$ cat config.mk
export PLATFORM = sky130hd
export DESIGN_NAME = gpc_top
export DESIGN_NICKNAME = d
export VERILOG_FILES = /design/src/gpc_pkg.sv /design/src/gpc_filt_if.sv /design/src/gpc_debounce.sv /design/src/gpc_top.sv
export SDC_FILE = /design/constraint.sdc
export NUM_CORES = 1
export LEC_CHECK = 0
export BUFFER_PORTS_ARGS = -buffer_cell sky130_fd_sc_hd__buf_2
export CAP_MARGIN = 40
export CORE_MARGIN = 3
export CORE_UTILIZATION = 44
export CTS_BUF_LIST = sky130_fd_sc_hd__clkbuf_16
export DETAILED_ROUTE_END_ITERATION = 7
export PLACE_DENSITY = 0.74
export SETUP_SLACK_MARGIN = 0.4
export SLEW_MARGIN = 20
export SYNTH_ARGS = -nofsm -noshare
export SYNTH_HDL_FRONTEND = slang
export SYNTH_SLANG_ARGS = --single-unit
$ cat constraint.sdc
create_clock -name clk_sys_in -period 2.4 [get_ports clk_sys_in]
set_input_delay 0.12 -clock clk_sys_in [delete_from_list [all_inputs] [get_ports clk_sys_in]]
set_output_delay 0.12 -clock clk_sys_in [all_outputs]
set_load 0.1 [all_outputs]
$ cat src/gpc_pkg.sv
// Constants for the pin configuration block
package gpc_pkg;
    localparam int CLK_KHZ = 200_000;
    localparam int DBNC_8_MS = 8;
    localparam int DBNC_16_MS = 16;
    localparam int DBNC_32_MS = 32;
    localparam int DBNC_8_CYC = DBNC_8_MS * CLK_KHZ;
    localparam int DBNC_16_CYC = DBNC_16_MS * CLK_KHZ;
    localparam int DBNC_32_CYC = DBNC_32_MS * CLK_KHZ;
    localparam int CNT_W = 23;
    localparam int ADDR_W = 10;
    localparam logic [7:0] CFG_INDEX = 8'h73;
    localparam logic [7:0] STAT_INDEX = 8'h80;
    localparam logic [7:0] CFG_RESET = 8'h00;
    localparam int FILT_LSB = 6;
    localparam int EDGE_LSB = 4;
    localparam int OUT_BIT = 3;
    localparam int IN_BIT = 2;
    localparam int DIR_BIT = 1;
    localparam int DRV_BIT = 0;
    localparam int EDGE_FALL_BIT = 0;
    localparam int EDGE_RISE_BIT = 1;
    localparam logic [1:0] FILT_NONE = 2'h0;
    localparam logic [1:0] FILT_8MS = 2'h1;
    localparam logic [1:0] FILT_16MS = 2'h2;
    localparam logic [1:0] EDGE_MASKED = 2'h0;
    localparam logic DIR_OUTPUT = 1'h0;
    localparam logic DRV_OPEN_DRAIN = 1'h0;
    localparam int STAT_LEVEL_BIT = 0;
    localparam int STAT_BUSY_BIT = 1;
    localparam int STAT_INMODE_BIT = 2;
endpackage

$ cat src/gpc_filt_if.sv
// Signals between the pin logic and its input filter
`timescale 1ns/1ps
interface gpc_filt_if;
    logic raw;
    logic [1:0] sel;
    logic level;
    logic rise;
    logic fall;
    logic busy;
    modport filt (input raw, input sel, output level, output rise,
        output fall, output busy);
    modport user (output raw, output sel, input level, input rise,
        input fall, input busy);
endinterface

$ cat src/gpc_debounce.sv
// Input debounce filter with edge pulses
`timescale 1ns/1ps
module gpc_debounce #(
    parameter logic [gpc_pkg::CNT_W-1:0] LIM_8 = gpc_pkg::CNT_W'(1),
    parameter logic [gpc_pkg::CNT_W-1:0] LIM_16 = gpc_pkg::CNT_W'(1),
    parameter logic [gpc_pkg::CNT_W-1:0] LIM_32 = gpc_pkg::CNT_W'(1)
) (
    input wire logic clk_sys_in,
    input wire logic reset_in,
    gpc_filt_if.filt f
);
    logic [gpc_pkg::CNT_W-1:0] cnt_q;
    logic [gpc_pkg::CNT_W-1:0] lim;
    logic stable_q;
    logic rise_q;
    logic fall_q;
    logic accept;

    always_comb begin
        unique case (f.sel)
            gpc_pkg::FILT_8MS: lim = LIM_8;
            gpc_pkg::FILT_16MS: lim = LIM_16;
            default: lim = LIM_32;
        endcase
    end

    // A change is taken at once, or after it has held for the full time
    assign accept = (f.raw != stable_q) &&
        (f.sel == gpc_pkg::FILT_NONE || cnt_q >= lim - 1'b1);

    always_ff @(posedge clk_sys_in) begin
        if (reset_in || f.raw == stable_q || accept) begin
            cnt_q <= '0;
        end else begin
            cnt_q <= cnt_q + 1'b1;
        end
    end

    always_ff @(posedge clk_sys_in) begin
        if (reset_in) begin
            stable_q <= 1'b0;
            rise_q <= 1'b0;
            fall_q <= 1'b0;
        end else begin
            if (accept) begin
                stable_q <= f.raw;
            end
            // Edges come from the filtered level only
            rise_q <= accept && f.raw;
            fall_q <= accept && !f.raw;
        end
    end

    assign f.level = stable_q;
    assign f.rise = rise_q;
    assign f.fall = fall_q;
    assign f.busy = (f.raw != stable_q);
endmodule // gpc_debounce

$ cat src/gpc_top.sv
// Configuration, drive and input sensing for one general-purpose pin
// What this block does
// - input mode debounces both edges; 00 none, 01/10/11 = 8/16/32 ms
// - output mode ignores the input filter select
// - input mode interrupt: 00 masked, 01 falling, 10 rising, 11 both
// - output mode ignores edge select and raises no pin interrupt
// - output drives low for 0; for 1 drives high or releases
// - input mode: level bit 0 enables pull-up, 1 enables pull-down
// - input mode reads the pin level in the input level bit
// - input mode discards software writes to the input level bit
// - in output mode the input level bit has no effect
// - alternate off: direction 0 is output, 1 is input
// - alternate output is driven active high whatever else is set
// - output mode: drive bit 0 open-drain, 1 push-pull
`timescale 1ns/1ps
module gpc_top #(
    parameter int unsigned DBNC_8_CYC = gpc_pkg::DBNC_8_CYC,
    parameter int unsigned DBNC_16_CYC = gpc_pkg::DBNC_16_CYC,
    parameter int unsigned DBNC_32_CYC = gpc_pkg::DBNC_32_CYC
) (
    input wire logic clk_sys_in,
    input wire logic reset_in,
    input wire logic [gpc_pkg::ADDR_W-1:0] avs_address_in,
    input wire logic avs_read_in,
    input wire logic avs_write_in,
    input wire logic [31:0] avs_writedata_in,
    input wire logic [3:0] avs_byteenable_in,
    output logic [31:0] avs_readdata_out,
    output logic avs_waitrequest_out,
    input wire logic pad_in,
    output logic pad_out,
    output logic pad_oe_out,
    output logic pullup_enable_out,
    output logic pulldown_enable_out,
    input wire logic alt_function_enable_in,
    input wire logic alt_out_in,
    output logic edge_irq_out
);
    localparam logic [gpc_pkg::ADDR_W-1:0] CFG_ADDR =
        {gpc_pkg::CFG_INDEX, 2'b00};
    localparam logic [gpc_pkg::ADDR_W-1:0] STAT_ADDR =
        {gpc_pkg::STAT_INDEX, 2'b00};

    logic [7:0] cfg_q;
    logic [7:0] cfg_d;
    logic ack_q;
    logic req;
    logic take;
    logic cfg_wr;
    logic [31:0] rdata_q;
    logic [31:0] rdata_d;
    logic input_mode;
    logic [1:0] filter_sel;
    logic [1:0] edge_sel;
    logic out_level_bit;
    logic pin_direction_bit;
    logic drive_type_bit;
    logic in_level_shown;
    logic pad_out_q;
    logic pad_oe_q;
    logic pu_q;
    logic pd_q;
    logic irq_q;
    logic irq_d;
    logic drv_out;
    logic drv_oe;

    gpc_filt_if filt_bus ();

    // Field views of the configuration register
    assign filter_sel = cfg_q[gpc_pkg::FILT_LSB +: 2];
    assign edge_sel = cfg_q[gpc_pkg::EDGE_LSB +: 2];
    assign out_level_bit = cfg_q[gpc_pkg::OUT_BIT];
    assign pin_direction_bit = cfg_q[gpc_pkg::DIR_BIT];
    assign drive_type_bit = cfg_q[gpc_pkg::DRV_BIT];

    // Input mode needs direction 1 and the alternate function off
    assign input_mode = !alt_function_enable_in &&
        (pin_direction_bit != gpc_pkg::DIR_OUTPUT);

    // Bus slave: one wait cycle, answer on the second edge
    assign req = avs_read_in || avs_write_in;
    assign take = req && !ack_q;
    assign avs_waitrequest_out = req && !ack_q;
    // Write lands at the edge where the master sees waitrequest low
    assign cfg_wr = ack_q && avs_write_in && avs_address_in == CFG_ADDR &&
        avs_byteenable_in[0];

    always_ff @(posedge clk_sys_in) begin
        if (reset_in) begin
            ack_q <= 1'b0;
        end else begin
            ack_q <= take;
        end
    end

    // Stored input level bit keeps its old value while in input mode
    always_comb begin
        cfg_d = avs_writedata_in[7:0];
        if (input_mode) begin
            cfg_d[gpc_pkg::IN_BIT] = cfg_q[gpc_pkg::IN_BIT];
        end
    end

    always_ff @(posedge clk_sys_in) begin
        if (reset_in) begin
            cfg_q <= gpc_pkg::CFG_RESET;
        end else if (cfg_wr) begin
            cfg_q <= cfg_d;
        end
    end

    // Input level bit reads the filtered pin while in input mode
    assign in_level_shown = input_mode ? filt_bus.level :
        cfg_q[gpc_pkg::IN_BIT];

    always_comb begin
        rdata_d = 32'h0000_0000;
        if (avs_address_in == CFG_ADDR) begin
            rdata_d[7:0] = cfg_q;
            rdata_d[gpc_pkg::IN_BIT] = in_level_shown;
        end else if (avs_address_in == STAT_ADDR) begin
            rdata_d[gpc_pkg::STAT_LEVEL_BIT] = filt_bus.level;
            rdata_d[gpc_pkg::STAT_BUSY_BIT] = filt_bus.busy;
            rdata_d[gpc_pkg::STAT_INMODE_BIT] = input_mode;
        end
    end

    always_ff @(posedge clk_sys_in) begin
        if (reset_in) begin
            rdata_q <= 32'h0000_0000;
        end else if (take && avs_read_in) begin
            rdata_q <= rdata_d;
        end
    end

    assign avs_readdata_out = rdata_q;

    // Input filter; select forced off when not sensing
    assign filt_bus.raw = pad_in;
    assign filt_bus.sel = input_mode ? filter_sel : gpc_pkg::FILT_NONE;

    gpc_debounce #(
        .LIM_8(gpc_pkg::CNT_W'(DBNC_8_CYC)),
        .LIM_16(gpc_pkg::CNT_W'(DBNC_16_CYC)),
        .LIM_32(gpc_pkg::CNT_W'(DBNC_32_CYC))
    ) u_debounce (
        .clk_sys_in(clk_sys_in),
        .reset_in(reset_in),
        .f(filt_bus)
    );

    // Pin drive; the stored input level bit never reaches it
    always_comb begin
        drv_out = 1'b0;
        drv_oe = 1'b0;
        if (alt_function_enable_in) begin
            drv_out = alt_out_in;
            drv_oe = 1'b1;
        end else if (!input_mode) begin
            if (!out_level_bit) begin
                drv_oe = 1'b1;
            end else begin
                drv_out = 1'b1;
                drv_oe = drive_type_bit != gpc_pkg::DRV_OPEN_DRAIN;
            end
        end
    end

    always_ff @(posedge clk_sys_in) begin
        if (reset_in) begin
            pad_out_q <= 1'b0;
            pad_oe_q <= 1'b0;
        end else begin
            pad_out_q <= drv_out;
            pad_oe_q <= drv_oe;
        end
    end

    // Pulls only in input mode, chosen by the output level bit
    always_ff @(posedge clk_sys_in) begin
        if (reset_in) begin
            pu_q <= 1'b0;
            pd_q <= 1'b0;
        end else begin
            pu_q <= input_mode && !out_level_bit;
            pd_q <= input_mode && out_level_bit;
        end
    end

    // Edge interrupt pulse from filtered edges, only in input mode
    always_comb begin
        irq_d = 1'b0;
        if (input_mode) begin
            irq_d = (edge_sel[gpc_pkg::EDGE_FALL_BIT] && filt_bus.fall) ||
                (edge_sel[gpc_pkg::EDGE_RISE_BIT] && filt_bus.rise);
        end
    end

    always_ff @(posedge clk_sys_in) begin
        if (reset_in) begin
            irq_q <= 1'b0;
        end else begin
            irq_q <= irq_d;
        end
    end

    assign pad_out = pad_out_q;
    assign pad_oe_out = pad_oe_q;
    assign pullup_enable_out = pu_q;
    assign pulldown_enable_out = pd_q;
    assign edge_irq_out = irq_q;
endmodule // gpc_top

# [Word-level counts from Yosys, hierarchy flattened]
# Cells that the tools add are included.
[totals] ff_bits=48 input_bits=53 out_inout_bits=38 wordCells=60
[classes] add_sub_neg=2 magnitude_cmp=1 eq_ne=6 muxes=12 bitwise_logic=1 reduce_logical=25
[op_table] operator="$pmux 23 s2" n=1
[op_table] operator="$add 23x1->23 const B" n=1
[op_table] operator="$ge 23x23->1" n=1
[op_table] operator="$sub 23x1->23 const B" n=1
[op_table] operator="$logic_and 1x1->1" n=13
[op_table] operator="$eq 10x10->1 const B" n=1
[op_table] operator="$eq 10x9->1 const B" n=1
[op_table] operator="$mux 1" n=7
[op_table] operator="$mux 3" n=2
[op_table] operator="$logic_or 1x1->1" n=5
[op_table] operator="$mux 5" n=1
[op_table] operator="$logic_not 1->1" n=4
[op_table] operator="$eq 2x1->1 const B" n=1
[op_table] operator="$eq 2x2->1 const B" n=1
[op_table] operator="$logic_not 2->1" n=1
[op_table] operator="$mux 2" n=1
[op_table] operator="$reduce_and 2->1" n=1
[op_table] operator="$reduce_or 2->1" n=1
[op_table] operator="$eq 1x1->1" n=1
[op_table] operator="$ne 1x1->1" n=1
[op_table] operator="$not 1->1" n=1

# [Depth between registers and ports, before layout]
[logic_depth] ltp_word=10 ltp_mapped=13 ltp_nobuf=12

# [Cells and area by module]
# Synthesis repeated with hierarchy kept, for this count alone.
[hier_totals] hier_cells=285 hier_area_um2=2543.7
[by_module_without_submodules] module="gpc_debounce" n_inst=1 cells_each=160 area_per_inst_um2=1463.9 seq_area_each_um2=520.5
[by_module_without_submodules] module="gpc_top" n_inst=1 cells_each=125 area_per_inst_um2=1079.8 seq_area_each_um2=440.4

# [Worst setup path after synthesis]
# OpenSTA, ideal clock, no wires.
[synth_path] kind="register to register" from="reg cfg_q[1]" to="reg u_debounce.cnt_q[15] in the netlist's numbering" setup_time_ns=0.128 arrival_time_ns=2.337 required_time_ns=2.272 path_slack_ns=-0.065 stages_incl_launch_ff=13 path_buffers=1 synth_period_minus_slack_ns=2.465 path_cell_list="dfxtp_1 inv_1 nor2_1 nand2_1 ha_1 inv_1 ha_1 nand4_1 nor4_1 nand3_1 nand4_1 clkbuf_1 nor2_1"
[synth_via] elab_chain_cells=9 word_cells_on_any_way=11 classes_between="add/sub: 1; order compare: 1; eq/ne: 2; mux: 2; reduce/logical: 5"
[synth_lines] element="start: declaration" line="gpc_top.sv:44" rtl="logic [7:0] cfg_q;"
[synth_lines] element="start signal: assignment" line="gpc_top.sv:107" rtl="cfg_q <= gpc_pkg::CFG_RESET;"
[synth_lines] element="start signal: assignment" line="gpc_top.sv:109" rtl="cfg_q <= cfg_d;"
[synth_lines] element="$logic_and 1x1->1 *" line="gpc_top.sv:78" rtl="assign input_mode = !alt_function_enable_in &&"
[synth_lines] element="$mux 2 *" line="gpc_top.sv:141" rtl="assign filt_bus.sel = input_mode ? filter_sel : gpc_pkg::FILT_NONE;"
[synth_lines] element="$eq 2x2->1 or $eq 2x1->1 (tied branches)" line="gpc_debounce.sv:20" rtl="unique case (f.sel)"
[synth_lines] element="$pmux 23 s2" line="gpc_debounce.sv:20"
[synth_lines] element="$sub 23x1->23" line="gpc_debounce.sv:29" rtl="(f.sel == gpc_pkg::FILT_NONE || cnt_q >= lim - 1'b1);"
[synth_lines] element="$ge 23x23->1" line="gpc_debounce.sv:29"
[synth_lines] element="$logic_or 1x1->1 *" line="gpc_debounce.sv:29"
[synth_lines] element="$logic_and 1x1->1 *" line="gpc_debounce.sv:28" rtl="assign accept = (f.raw != stable_q) &&"
[synth_lines] element="$logic_or 1x1->1 *" line="gpc_debounce.sv:32" rtl="if (reset_in || f.raw == stable_q || accept) begin"
[synth_lines] element="end signal: assignment" line="gpc_debounce.sv:35" rtl="cnt_q <= cnt_q + 1'b1;"
[synth_lines] element="end: declaration" line="gpc_debounce.sv:12" rtl="logic [gpc_pkg::CNT_W-1:0] cnt_q;"
# Mark *: on every way between the ends. The rest lies on a longest branch, timed or not.
# A chain may end at the register's enable or synchronous reset.

# [Worst setup path in the final report]
[layout_path] from="reg cfg_q[1]" to="reg u_debounce.rise_q (netlist: u_debounce.f.rise)"
[layout_via] elab_chain_cells=9 word_cells_on_any_way=11 classes_between="add/sub: 1; order compare: 1; eq/ne: 2; mux: 2; reduce/logical: 5"
[layout_lines] element="$logic_and 1x1->1 *" line="gpc_top.sv:78"
[layout_lines] element="$mux 2 *" line="gpc_top.sv:141"
[layout_lines] element="$eq 2x2->1 or $eq 2x1->1 (tied branches)" line="gpc_debounce.sv:20"
[layout_lines] element="$pmux 23 s2" line="gpc_debounce.sv:20"
[layout_lines] element="$sub 23x1->23" line="gpc_debounce.sv:29"
[layout_lines] element="$ge 23x23->1" line="gpc_debounce.sv:29"
[layout_lines] element="$logic_or 1x1->1 *" line="gpc_debounce.sv:29"
[layout_lines] element="$logic_and 1x1->1 *" line="gpc_debounce.sv:28"
[layout_lines] element="$logic_and 1x1->1 *" line="gpc_debounce.sv:49" rtl="rise_q <= accept && f.raw;"
[layout_lines] element="end signal: assignment" line="gpc_debounce.sv:49"
[layout_lines] element="end: declaration" line="gpc_debounce.sv:15" rtl="logic rise_q;"
# Marked as above.

==> flow_metrics.py <==
metrics = {
    "finish": {
        "flow.area_growth_from_synthesis_pct": 24.34,
        "layout-drive-gt1-share_pct": 25.00,
        "layout_common_cells": "dfxtp_1, nor2_1, buf_2",
        "antennaDiodeCount": 0,
        "finalNetCount": 401,
        "final_cell_area_mm2": 0.003049,
        "final.fill_count": 476,
        "layout.cells.most_common": "dfxtp_1",
    },
    "worst_setup_path": {
        "worst_ep_required_time_ns": 2.60,
        "worstPathArrival_ns": 2.54,
        "setup.worst_path.class": "reg -> reg",
        "timing.critical_path.slowest_stage_cell": "dfxtp_4",
        "path_delay_family": "simple AND/OR/NAND/NOR gates",
        "critical_path.most_common_cell": "ha_4",
        "critical-path-max-stage-delay_ns": 0.36,
        "crit_path_cell_trace": "inv_4, nor2_4, nand2_4, ha_4, buf_12, ha_4, nand2_2, nor4_4, nand3_1, and3_4, nor4b_4",
        "worst_setup_path_end_kind": "flip-flop",
        "worst_path_max_fanout": 4,
        "worst-path-buf-inv": 2,
        "critPathLaunchType": "flip-flop",
    },
    "global_routing": {
        "first_global_vias": 1820,
        "groute.layer.met1.usage_pct": 20.78,
        "grt_pass1_wl_um": 8411,
        "antenna_violations_before_repair": 0,
        "grt-ovfl-total": 0,
        "grt_start_max_net_pins": 28,
        "grt.met2_usage_pct": 28.64,
        "met3_usage_pct": 3.812,
        "grt_use_total_pct": 16.55,
        "grt_busiest_layer": "met2",
    },
    "timing": {
        "max_freq_mhz": 427.9,
        "timing_hold_violations_final": 0,
        "rsz0062_at_grt": "true",
        "final_max_slew_viol_count": 0,
        "setup_tns_ns": 0,
        "transition_time_at_the_pin_with_the_least_slew_margin_ns": 0.6230,
        "final_period_minus_worst_setup_slack_ns": 2.337,
        "final.setup_skew_ns": 0.004827,
        "min_period_over_period_pct": 97.38,
        "fin_ws_ns": 0.06285,
        "final-setup-viol-count": 0,
        "worst_slew_margin_rel_pct": 58.15,
    },
    "floorplan": {
        "initial_utilization_pct": 46.82,
        "placeable_core_region_mm2": 0.005238,
        "io_pins": 91,
        "std_cell_rows": 26,
        "dieHeight_um": 80.66,
        "floorplan.die.width_um": 80.66,
        "fp.dieArea_mm2": 0.006505,
    },
    "detailed_routing": {
        "route.antenna.remaining_nets": 0,
        "vias": 2007,
        "first_iter_violations": 81,
        "firstDrtPassIters": 4,
        "routedWlPerCell_um": 13.10,
        "routed_wl_um": 5266,
        "viasPerCell": 4.993,
        "drc_errors": 0,
    },
    "logic_synthesis": {
        "syn_area_mm2": 0.002452,
        "ys_async_sr_fraction_pct": 0,
        "synth_edf_count": 0,
        "syn-mean-instance-area_um2": 8.635,
        "yosysWarningCount": 0,
        "post_synth_inst_count": 284,
        "synth_top_flop_cell": "dfxtp_1",
        "yosys_register_bits": 48,
        "synth.yosys.seq_area_share_pct": 39.18,
        "synth.lib_cells_used.distinct": 33,
    },
    "cts": {
        "clock_insertion_delay_worst_skew_ns": 0.28,
        "number_of_clock_sinks_seen_by_cts": 48,
        "cts_buffer_depth": 2,
        "cts_hold_buffers": 0,
        "htree_depth": 2,
        "cts_buffers": 5,
        "clkTransAtPathRegs_ns": 0.06,
        "clk_root_buffer_cell": "clkbuf_16",
        "cts_tree": "yes",
    },
    "placement": {
        "place.gp.congestion": 0.7607,
        "dpl-instance-area_mm2": 0.002741,
        "hpwlAfterDp_um": 3780,
        "pre_cts_ws_ns": -0.04217,
        "port_buffers": 39,
    },
    "power": {
        "power.ir.vdd_worst_v": 0.0004455,
        "power.density_mw_per_mm2": 595.8,
        "total_leakage_power_nw": 1.186,
    },
    "hold_path": {
        "hp-class": "in -> reg",
    },
    "run_status": {
        "run_status": "finished clean",
    },
    "job": {
        "max-cap-violations": 0,
    },
}
## power by group
| group | internal [mW] | switching [mW] |
|---|---|---|
| clock network | 0.484 | 0.286 |
| logic | 0.0262 | 0.216 |
| registers | 0.800 | 0.00337 |
| total | 1.31 | 0.506 |
## path summary, 6_finish.rpt
kind                            cells after the start  slack (ns)           startpoint             endpoint
worst max-delay path                               11        0.06             cfg_q[1]    u_debounce.f.rise
worst min-delay path                                2        0.06               pad_in    u_debounce.f.fall
worst max register to register                     11        0.06             cfg_q[1]    u_debounce.f.rise
worst min register to register                      2        0.45  avs_readdata_out[2]  avs_readdata_out[2]
## cell usage after synthesis, types with 9 or more instances
master | instances | area (um^2)
xor2_1 | 11 | 96.34
a21oi_1 | 9 | 45.04
xnor2_1 | 11 | 96.34
buf_4 | 24 | 180.2
inv_1 | 10 | 37.54
dfxtp_1 | 48 | 960.9
nand3_1 | 15 | 75.07
nor2_1 | 51 | 191.4
nand2_1 | 17 | 63.81
ha_1 | 17 | 212.7
## area by class of cell
type	instances	area, um^2	share of cell area (%)
Timing Repair Buffer	48	287.8	9.438
Multi-Input combinational cell	218	1504	49.32
Sequential cell	48	964.7	31.64
Inverter	10	42.54	1.395
Tap cell	70	87.58	2.872
Clock buffer	5	125.1	4.103
Clock inverter	3	37.54	1.231
## registers in the layout, indices dropped and copies added, names as in the netlist
signal / flops
pulldown_enable_out: 1
ack_q: 1
u_debounce.f.fall: 1
u_debounce.cnt_q: 23
pullup_enable_out: 1
u_debounce.f.rise: 1
cfg_q: 8
avs_readdata_out: 8
pad_oe_out: 1
edge_irq_out: 1
pad_out: 1
u_debounce.f.level: 1
## stage by stage
step / hold slack [ns] / instances / utilization (%) / total power [mW]
floorplan: 0.1987 / 307 / - / 1.061
finish: 0.05935 / 402 / 58.22 / 1.817
global placement: 0.3466 / 388 / 52.34 / 1.060
CTS: 0.04570 / 399 / 56.78 / 1.827
detailed placement: 0.3502 / 388 / 52.34 / 1.062
global route: 0.06837 / 402 / 58.22 / 1.874
## cells by family after synthesis
kind of cell | count (synthesis) | synth area share [%]
and+or+nand+nor | 122 | 24.18
DFF | 48 | 39.18
buffers and inverters | 41 | 9.949
AOI/OAI and AO/OA | 25 | 6.735
xor gates and xnor gates | 22 | 7.857
adders and majority gates | 17 | 8.673
muxes | 8 | 3.265
other | 1 | 0.1529
## timing repair
| item | CTS | global route |
|---|---|---|
| cloned | 0 | 0 |
| endpoints found under the setup margin | 26 | 26 |
| setup buffers | 3 | 3 |
| pin swaps | 0 | 2 |
| gates resized for setup | 8 | 11 |
## routing by layer
| metal | up-vias | routed length [um] |
|---|---|---|
| li1 | 1025 | - |
| met1 | 928 | 2296 |
| met2 | 50 | 2618 |
| met3 | 4 | 322 |
| met4 | 0 | 29 |
| met5 | - | 0 |
Note: power is estimated with default switching activity, not from simulation.
